[config.mk]
export PLATFORM = sky130hd
export DESIGN_NAME = asp_port
export DESIGN_NICKNAME = d
export VERILOG_FILES = /design/src/inc/asp_pkg.sv /design/src/design/asp_stage.sv /design/src/design/asp_port.sv
export SDC_FILE = /design/constraint.sdc
export NUM_CORES = 1
export LEC_CHECK = 0
export BUFFER_PORTS_ARGS = -buffer_cell sky130_fd_sc_hd__buf_4
export CORE_ASPECT_RATIO = 1.5
export CORE_MARGIN = 1
export CORE_UTILIZATION = 56
export DETAILED_ROUTE_END_ITERATION = 10
export PLACE_DENSITY = 0.88
export SLEW_MARGIN = 10
export SYNTH_ARGS = -nofsm -noshare
export SYNTH_HDL_FRONTEND = slang
export SYNTH_SLANG_ARGS = --single-unit
[constraint.sdc]
create_clock -name clk_i -period 3.15 [get_ports clk_i]
set_clock_uncertainty 0.1 [all_clocks]
set_input_delay 0.1575 -clock clk_i [delete_from_list [all_inputs] [get_ports clk_i]]
set_output_delay 0.1575 -clock clk_i [all_outputs]
set_load 0.01 [all_outputs]
[src/inc/asp_pkg.sv]
// shared constants for the audio sample stream port
package asp_pkg;
    localparam int ASP_DATA_W = 32;
    localparam int ASP_ID_W = 8;
    localparam int ASP_PRE_LSB = 0;
    localparam int ASP_PRE_MSB = 3;
    localparam int ASP_SMP_LSB = 4;
    localparam int ASP_SMP_MSB = 27;
    localparam int ASP_VAL_BIT = 28;
    localparam int ASP_USR_BIT = 29;
    localparam int ASP_CHS_BIT = 30;
    localparam int ASP_PAR_BIT = 31;
    localparam int ASP_CHAN_LSB = 0;
    localparam int ASP_CHAN_MSB = 3;
    localparam int ASP_STRM_LSB = 4;
    localparam int ASP_STRM_MSB = 7;
    localparam logic [3:0] ASP_PRE_BLOCK = 4'h1;
    localparam logic [3:0] ASP_PRE_SUB1 = 4'h2;
    localparam logic [3:0] ASP_PRE_SUB2 = 4'h3;
    localparam int ASP_CLK_PER_FS = 512;
endpackage : asp_pkg

[src/design/asp_stage.sv]
// one-word register slice with valid/ready on both sides
`timescale 1ns/1ps
module asp_stage
    import asp_pkg::*;
#(
    parameter int W = ASP_DATA_W + ASP_ID_W
) (
    input wire logic clk_i, // clock
    input wire logic rst_b_i, // async reset, active low
    input wire logic srst_i, // sync reset, active high
    input wire logic [W-1:0] in_data_i, // incoming word
    input wire logic in_valid_i, // incoming valid
    output logic in_ready_o, // ready to take
    output logic [W-1:0] out_data_o, // held word
    output logic out_valid_o, // held valid
    input wire logic out_ready_i // downstream ready
);
    logic full_reg;
    logic [W-1:0] data_reg;
    wire take = in_valid_i && in_ready_o;
    wire give = full_reg && out_ready_i;

    // ready when empty or draining, so a single slot still streams every cycle
    assign in_ready_o = !srst_i && (!full_reg || out_ready_i);
    assign out_data_o = data_reg;
    assign out_valid_o = full_reg;

    always_ff @(posedge clk_i or negedge rst_b_i) begin
        if (!rst_b_i) begin
            full_reg <= 1'b0;
        end else if (srst_i) begin
            full_reg <= 1'b0;
        end else if (take) begin
            full_reg <= 1'b1;
        end else if (give) begin
            full_reg <= 1'b0;
        end
    end

    always_ff @(posedge clk_i or negedge rst_b_i) begin
        if (!rst_b_i) begin
            data_reg <= '0;
        end else if (take) begin
            data_reg <= in_data_i;
        end
    end
endmodule : asp_stage

[src/design/asp_port.sv]
// audio sample stream port: ingress slave and egress master
`timescale 1ns/1ps
// Overview of operation
// - bits 3..0 of each word are the preamble code, 1 block start, 2 first, 3 second subframe.
// - bits 27..4 of each word carry the 24-bit audio sample on both streams.
// - bits 28..31 are validity, user, channel status and parity flags.
// - each word has an 8-bit id, low nibble channel, high nibble packet stream.
// - on ingress the source drives valid, the port drives ready, transfer when both high.
// - on egress the port drives valid, the sink drives ready, transfer when both high.
// - the audio logic is held in reset while the audio reset input is high.
// - the pipeline and error flag are reset while either streaming reset input is low; the field outputs keep their values.
module asp_port
    import asp_pkg::*;
(
    input wire logic clk_i, // audio clock, 512 x fs
    input wire logic rst_b_i, // async reset, active low
    input wire logic aud_rst_i, // audio reset, active high
    input wire logic ingress_rst_b_i, // ingress stream reset, active low
    input wire logic egress_rst_b_i, // egress stream reset, active low
    input wire logic [ASP_DATA_W-1:0] s_axis_tdata_i, // ingress word
    input wire logic [ASP_ID_W-1:0] s_axis_tid_i, // ingress id
    input wire logic s_axis_tvalid_i, // ingress valid
    output logic s_axis_tready_o, // ingress ready
    output logic [ASP_DATA_W-1:0] m_axis_tdata_o, // egress word
    output logic [ASP_ID_W-1:0] m_axis_tid_o, // egress id
    output logic m_axis_tvalid_o, // egress valid
    input wire logic m_axis_tready_i, // egress ready
    output logic [3:0] preamble_code_o, // preamble of last egress word
    output logic [ASP_SMP_MSB-ASP_SMP_LSB:0] sample_o, // sample of last egress word
    output logic [3:0] flags_o, // p,c,u,v of last egress word
    output logic [3:0] channel_o, // channel of last egress word
    output logic [3:0] stream_o, // packet stream of last egress word
    output logic preamble_err_o // sticky: bad preamble seen on ingress
);
    localparam int W = ASP_DATA_W + ASP_ID_W;
    localparam int SMP_W = ASP_SMP_MSB - ASP_SMP_LSB + 1;

    wire aud_hold = aud_rst_i;
    // either streaming reset holds the path
    wire ingress_hold = !ingress_rst_b_i;
    wire egress_hold = !egress_rst_b_i;
    // one shared pipeline, so any of the three empties all of it
    wire srst = aud_hold || ingress_hold || egress_hold;

    // ingress side
    wire [W-1:0] in_word = {s_axis_tid_i, s_axis_tdata_i};
    wire in_take;
    wire in_ready;

    // stage side
    wire [W-1:0] stage_out;
    wire stage_valid;
    wire stage_fill;
    wire stage_keep;

    // egress side
    wire out_idle;
    wire out_ready;
    wire out_load;
    wire out_drain;
    wire out_keep;

    // registered state
    logic ready_reg;
    wire ready_next;
    logic valid_reg;
    wire valid_next;
    logic [W-1:0] out_reg;

    assign s_axis_tready_o = ready_reg;
    assign in_take = s_axis_tvalid_i && ready_reg;

    // ready_reg high means the stage is empty,
    // so a take on ingress is refused only while srst is high
    asp_stage #(
        .W(W)
    ) asp_stage_i (
        .clk_i(clk_i),
        .rst_b_i(rst_b_i),
        .srst_i(srst),
        .in_data_i(in_word),
        .in_valid_i(in_take),
        .in_ready_o(in_ready),
        .out_data_o(stage_out),
        .out_valid_o(stage_valid),
        .out_ready_i(out_ready)
    );

    // stage occupancy after this edge
    assign stage_fill = in_take && in_ready;
    assign stage_keep = stage_valid && !out_ready;

    // ready only when the stage will be empty
    // half rate on ingress, traded for a ready that comes from a flop
    assign ready_next = !srst && !stage_fill && !stage_keep;

    // output slot loads when empty or drained
    assign out_idle = !valid_reg;
    assign out_ready = out_idle || m_axis_tready_i;
    assign out_load = stage_valid && out_ready;
    assign out_drain = valid_reg && m_axis_tready_i;
    assign out_keep = valid_reg && !out_drain;
    assign valid_next = !srst && (out_load || out_keep);

    // egress word, id and valid from flops
    assign m_axis_tdata_o = out_reg[ASP_DATA_W-1:0];
    assign m_axis_tid_o = out_reg[W-1:ASP_DATA_W];
    assign m_axis_tvalid_o = valid_reg;

    // preamble decode of the ingress word
    wire [3:0] in_pre = s_axis_tdata_i[ASP_PRE_MSB:ASP_PRE_LSB];
    wire pre_block = in_pre == ASP_PRE_BLOCK;
    wire pre_first = in_pre == ASP_PRE_SUB1;
    wire pre_second = in_pre == ASP_PRE_SUB2;
    wire pre_known = pre_block || pre_first || pre_second;
    wire pre_bad = in_take && !pre_known;

    // preamble of the held egress word
    wire [3:0] out_pre = out_reg[ASP_PRE_MSB:ASP_PRE_LSB];
    // sample of the held egress word
    wire [SMP_W-1:0] out_smp = out_reg[ASP_SMP_MSB:ASP_SMP_LSB];

    // flags packed as p, c, u, v
    wire out_val = out_reg[ASP_VAL_BIT];
    wire out_usr = out_reg[ASP_USR_BIT];
    wire out_chs = out_reg[ASP_CHS_BIT];
    wire out_par = out_reg[ASP_PAR_BIT];
    wire [3:0] out_flags = {out_par, out_chs, out_usr, out_val};

    // id nibbles sit above the data word
    wire [3:0] out_chan = out_reg[ASP_DATA_W+ASP_CHAN_MSB:ASP_DATA_W+ASP_CHAN_LSB];
    wire [3:0] out_strm = out_reg[ASP_DATA_W+ASP_STRM_MSB:ASP_DATA_W+ASP_STRM_LSB];

    always_ff @(posedge clk_i or negedge rst_b_i) begin
        if (!rst_b_i) begin
            ready_reg <= 1'h0;
        end else begin
            ready_reg <= ready_next;
        end
    end

    always_ff @(posedge clk_i or negedge rst_b_i) begin
        if (!rst_b_i) begin
            valid_reg <= 1'h0;
        end else begin
            valid_reg <= valid_next;
        end
    end

    always_ff @(posedge clk_i or negedge rst_b_i) begin
        if (!rst_b_i) begin
            out_reg <= '0;
        end else if (out_load) begin
            out_reg <= stage_out;
        end
    end

    // fields follow the drain, so they show only words the sink took
    // preamble of the last drained word
    always_ff @(posedge clk_i or negedge rst_b_i) begin
        if (!rst_b_i) begin
            preamble_code_o <= 4'h0;
        end else if (out_drain) begin
            preamble_code_o <= out_pre;
        end
    end

    // sample of the last drained word
    always_ff @(posedge clk_i or negedge rst_b_i) begin
        if (!rst_b_i) begin
            sample_o <= '0;
        end else if (out_drain) begin
            sample_o <= out_smp;
        end
    end

    // flags of the last drained word
    always_ff @(posedge clk_i or negedge rst_b_i) begin
        if (!rst_b_i) begin
            flags_o <= 4'h0;
        end else if (out_drain) begin
            flags_o <= out_flags;
        end
    end

    // channel of the last drained word
    always_ff @(posedge clk_i or negedge rst_b_i) begin
        if (!rst_b_i) begin
            channel_o <= 4'h0;
        end else if (out_drain) begin
            channel_o <= out_chan;
        end
    end

    // packet stream of the last drained word
    always_ff @(posedge clk_i or negedge rst_b_i) begin
        if (!rst_b_i) begin
            stream_o <= 4'h0;
        end else if (out_drain) begin
            stream_o <= out_strm;
        end
    end

    // sticky error, cleared by any reset
    // a bad word taken in the clearing cycle still sets it
    always_ff @(posedge clk_i or negedge rst_b_i) begin
        if (!rst_b_i) begin
            preamble_err_o <= 1'h0;
        end else if (pre_bad) begin
            preamble_err_o <= 1'h1;
        end else if (srst) begin
            preamble_err_o <= 1'h0;
        end
    end
endmodule : asp_port

==> results of run 1 <==
metal layers:
layer  part of all wire [%]  track usage [%]
met5                      0                0
met4                    3.8             14.5
met3                    4.4             8.48
met2                     57             46.7
met1                     35             25.8
logic make-up (layout without fill, tap and decap cells):
logic type | count (synthesis) | in the layout | synth area share (%)
simple gates | 14 | 14 | 2.01
buf+inv | 12 | 204 | 2.04
compound gates | 2 | 2 | 0.214
mux | 120 | 120 | 29.2
flops | 124 | 124 | 66.5
final cells by class:
class / instances / area, um2
clock buffer: 25 / 485
clock inverter: 3 / 15.0
fill: 396 / 1420
multi-input combinational: 136 / 1470
sequential: 124 / 3100
tap: 105 / 131
timing repair buffer: 176 / 1430
how the worst max path moves through the flow:
stage                     from                          to  slack [ns]  cells past startpoint
6_report       m_axis_tvalid_o                 out_reg[26]        1.00                      3
5_1_grt        m_axis_tvalid_o                 out_reg[26]        0.91                      3
4_1_cts              aud_rst_i  asp_stage_i.out_data_o[13]        1.03                      5
3_5_place_dp   m_axis_tvalid_o                 out_reg[16]        1.09                      3
3_3_place_gp   m_axis_tvalid_o                 out_reg[18]        1.15                      3
2_1_floorplan  m_axis_tvalid_o                  out_reg[0]        1.67                      4
metrics by stage:
stage / instance area, um2 / util [%] / cells / power, mW / setup slack [ns]
floorplan: 4660 / - / 272 / 1.84 / 1.67
global placement: 5690 / 70.6 / 496 / 1.97 / 1.15
detailed placement: 5690 / 70.6 / 496 / 1.99 / 1.09
CTS: 6640 / 82.4 / 569 / 3.69 / 1.03
global route: 6640 / 82.4 / 569 / 3.81 / 0.908
finish: 6640 / 82.4 / 569 / 3.67 / 1.00
timing repair:
item,in CTS,in global routing
buffers inserted,0,0
hold buffers,45,0
resized for setup,0,0
endpoints found under the hold margin,109,0
worst max-delay path: stages (launching register included):
cell	delay (ns)
dfrtp_1	0.40
nor2b_1	0.22
nand2b_2	0.86
mux2_2	0.44
power breakdown:
part	switching, mW	total (mW)	leakage, nW	internal (mW)
clock network	0.621	1.66	0.249	1.04
logic	0.101	0.272	1.62	0.171
registers	0.0533	1.74	1.70	1.69
synthesized netlist by cell type (all sizes together):
| cell | instances |
|---|---|
| a21oi | 1 |
| and3 | 1 |
| and3b | 1 |
| buf | 8 |
| clkbuf | 4 |
| dfrtp | 124 |
| mux2 | 120 |
| nand2 | 3 |
| nand2b | 1 |
| nand3b | 2 |
| nand4 | 1 |
| nor2 | 3 |
| nor2b | 1 |
| nor3 | 1 |
| o21ai | 1 |
placed cells by master (no fill, tap or decap), drive strengths merged:
cell,synthesis,final
and3,1,1
nand2,3,3
mux2,120,120
nor3,1,1
a21oi,1,1
nor2b,1,1
and3b,1,1
nand3b,2,2
nand4,1,1
clkinv,0,3
dfrtp,124,124
nand2b,1,1
dlygate4sd3,0,45
nor2,3,3
buf,8,131
clkbuf,4,25
o21ai,1,1
==> flow_summary.toml, run 1 <==
[global_routing]
overflow = 0
grt_pass1_wl_um = 16300
grt_pass1_vias = 3252
antenna_found_initial = 0
grt_max_degree = 69
grt_usage_pct = 25.8

[worst_setup_path]
regToRegSetupSlack_ns = 1.00
crit_type = "register to register"
worstPathRequired_ns = 3.34
reg2reg_from = "m_axis_tvalid_o"
cp.arrival_ns = 2.33
endpoint_kind = "register"
start_kind = "register"
crit_fanout = 40
reg2reg_depth = 3
r2r-end = "out_reg[26]"

[placement]
dpl.hpwl_um = 5980
io_buffers = 129
gp_congestion = 0.711

[timing]
finalSetupTns_ns = 0
rsz0062_at_grt = "no"
timing.final.crit_share_pct = 68.1
worst_pin_slew_ns = 1.05
max_slew_margin_pct = 29.7
hold_viol_final = 0
setup_viol = 0
maxSlewViolCount = 0
whs_ns = 0.0227
layout_min_cycle_time_ns = 2.15
max_freq_mhz = 466

[routing]
viasPerCell = 5.25
wl_per_cell_um = 18.1
first_pass_iters = 4
wl_um = 10300
antenna_left = 0
vias = 2989
drt_iter0_markers = 109
drc = 0

[synth]
yosys_warnings = 0
synth_area_per_cell_um2 = 17.1
synth_top_cell_by_area = "dfrtp_1"
yosysSeqAreaShare_pct = 66.5
yosysUniqueCellTypes = 17
synth.area.top_cells = "dfrtp_1 67%, mux2_2 28%, clkbuf_8 1.2%, mux2_4 0.97%, buf_2 0.86%"
postSynthCellCount = 272
synth_nets = 319
syn_area_um2 = 4660
synth_seq_cells = 124
netlist.area_leader.share_pct = 66.5

[die]
coreArea_um2 = 8060
rows = 40
initial_core_util_pct = 57.9
dieWidth_um = 76.5
dieHeight_um = 114
die_area_um2 = 8710
io_pins = 130

[clock_network]
clockBufferDepth = 2
cts_buffers = 17
cts_sinks = 124
insertion_delay_ns = 0.41
clkTransAtPathRegs_ns = 0.05
cts_tree = "done"
cts_root_buffer = "clkbuf_16"
htree_levels = 4

[outcome]
outcome = "completed"

[power_and_ir_drop]
powerDensity_nw_per_um2 = 553
leakagePower_nw = 3.57
irDropWorstVdd_mv = 0.485

[layout]
area_growth_pct = 42.4
drive_gt1_share_pct = 59.5
final_nets = 502
antenna_cells_inserted = 0

[hold_path]
holdPathStages = 3
min-delay-start = "s_axis_tvalid_i"
hold_class = "primary input to register"
holdPathEnd = "preamble_err_o"

[job]
drv_cap = 0
Note: power is estimated with default switching activity, not from simulation.
==> run 2, diff against run 1 <==
Settings changed: CORE_UTILIZATION 56 to 52, PLACE_DENSITY 0.88 to 0.83.
Clock period 3.15 ns to 2.15 ns, I/O delays scaled along.
==> run 2 against run 1 <==
Setup slack got worse by 0.79 ns; combinational power increased by 49%; register-to-register slack got worse by 0.57 ns; first-iteration DRC count decreased by 15%; clock power increased by 70%; count of clock-buffer cells in the layout decreased by 1; core utilization decreased by 4.7 points; sequential power increased by 47%; largest cell class unchanged; largest power group is now the clock network.
==> flow_summary.toml, run 2 (synthesis results as in run 1) <==
[worst_setup_path]
crit_type = "primary input to register"
crit_top_cell = "dlygate4sd3_1"
start_kind = "primary input"
cp.arrival_ns = 2.17
slowest_stage = "dlygate4sd3_1"
crit_fanout = 2
max_stage_delay_ns = 0.57
crit_family = "buffers and inverters"
worstPathRequired_ns = 2.39
cp_num_buf_inv = 4
endpoint_kind = "register"
worstPathCellList = "dlygate4sd3_1, buf_4, nand3b_1, dlygate4sd3_1, a21oi_1, dlygate4sd3_1"

[global_routing]
grt_pass1_wl_um = 16100
grt_max_degree = 53
antenna_found_initial = 0
grt_pass1_vias = 3268
overflow = 0
grt_usage_pct = 23.6

[layout]
fin_cells = 584
antenna_cells_inserted = 0
fill_cells = 508
layout_commonest_cell = "buf_4"
mostFrequentLayoutCells = "135 x buf_4, 124 x dfrtp_1, 114 x mux2_2, 46 x dlygate4sd3_1, 17 x clkbuf_16"
multi_input_comb_area_um2 = 1470
regArea_um2 = 3100
final_nets = 509
drive_gt1_share_pct = 60.3
area_growth_pct = 46.2

[placement]
place_inst = 507
post-place-ws_ns = 0.435
dpl.hpwl_um = 6490
gp_congestion = 0.741
io_buffers = 129

[clock_network]
clkTransAtPathRegs_ns = 0.05
insertion_delay_ns = 0.40
htree_levels = 4
cts_root_buffer = "clkbuf_16"
cts_tree = "done"
cts_buffers = 17
clockBufferDepth = 2
cts_sinks = 124

[timing]
max_slew_margin_pct = 71.9
hold_viol_final = 0
worst_pin_slew_ns = 0.421
whs_ns = 0.0718
timing.final.crit_share_pct = 89.8
maxSlewViolCount = 0
setup_slack_ns = 0.219
setup_viol = 0
rsz0062_at_grt = "no"
layout_min_cycle_time_ns = 1.93
max_freq_mhz = 518
finalSetupTns_ns = 0

[job]
drv_cap = 0

[power_and_ir_drop]
p_int_mw = 4.63
p_clk_share_pct = 48.9
powerDensity_nw_per_um2 = 848
power.switching_mw = 1.15
total_power_mw = 5.78
swShare_pct = 20.0
irDropWorstVdd_mv = 0.684
p_comb_share_pct = 7.0
pwr-share-seq_pct = 44.1
leakagePower_nw = 3.65

[die]
coreArea_um2 = 8780
initial_core_util_pct = 53.2
die_area_um2 = 9360
io_pins = 130
dieWidth_um = 79.3
dieHeight_um = 118
rows = 42

[hold_path]
hold_class = "primary input to register"

[routing]
antenna_left = 0
viasPerCell = 5.12
drt_iter0_markers = 93
first_pass_iters = 5
drc = 0
vias = 2991
wl_um = 10100
wl_per_cell_um = 17.3

[outcome]
outcome = "completed"
run 2: worst register-to-register path: stages, from the launching register on:
cell and delay (ns):
dfrtp_1 0.41, nand3b_1 0.19, nand4_4 0.28, buf_12 0.25, mux2_2 0.38
run 2: repair_timing:
action	in CTS	in global routing
hold buffers	46	0
gates resized for setup	0	0
buffers inserted	0	0
endpoints found under the hold margin	167	0
run 2: final cells by class:
class                      count  share of cell area [%]
clock buffer                  24                    7.06
timing repair buffer         183                    22.2
tap                          110                    2.02
sequential                   124                    45.5
clock inverter                 7                    1.65
multi-input combinational    136                    21.6
run 2: worst paths after layout:
path	from	endpoint	slack [ns]	cells after the start
hold / removal	egress_rst_b_i	preamble_err_o	0.07	4
setup reg to reg	m_axis_tvalid_o	asp_stage_i.out_data_o[6]	0.43	4
min in group asynchronous	rst_b_i	stream_o[1]	0.09	2
hold reg to reg	asp_stage_i.out_data_o[4]	out_reg[4]	0.40	1
setup / recovery	aud_rst_i	asp_stage_i.out_valid_o	0.22	6
max in group asynchronous	rst_b_i	out_reg[9]	1.18	3
run 2: per-layer routing:
layer / track usage, % / share of wire [%] / up-vias
li1: - / - / 1350
met1: 25.3 / 37 / 1538
met2: 41.7 / 57 / 87
met3: 6.20 / 3.7 / 16
met4: 11.7 / 2.0 / 0
met5: 0 / 0 / -
run 2: power groups by stage:
stage	combinational (mW)	sequential, mW	clock [mW]
3_5_place_dp	0.338	2.58	0
3_3_place_gp	0.323	2.57	0
5_1_grt	0.440	2.56	2.97
2_1_floorplan	0.129	2.57	0
6_report	0.405	2.55	2.83
4_1_cts	0.408	2.55	2.87
run 2: through the flow:
| step | util, % | cell area [um2] |
|---|---|---|
| 6_report | 77.7 | 6820 |
| 4_1_cts | 77.7 | 6820 |
| 2_1_floorplan | - | 4660 |
| 3_5_place_dp | 65.7 | 5770 |
| 3_3_place_gp | 65.7 | 5770 |
| 5_1_grt | 77.7 | 6820 |
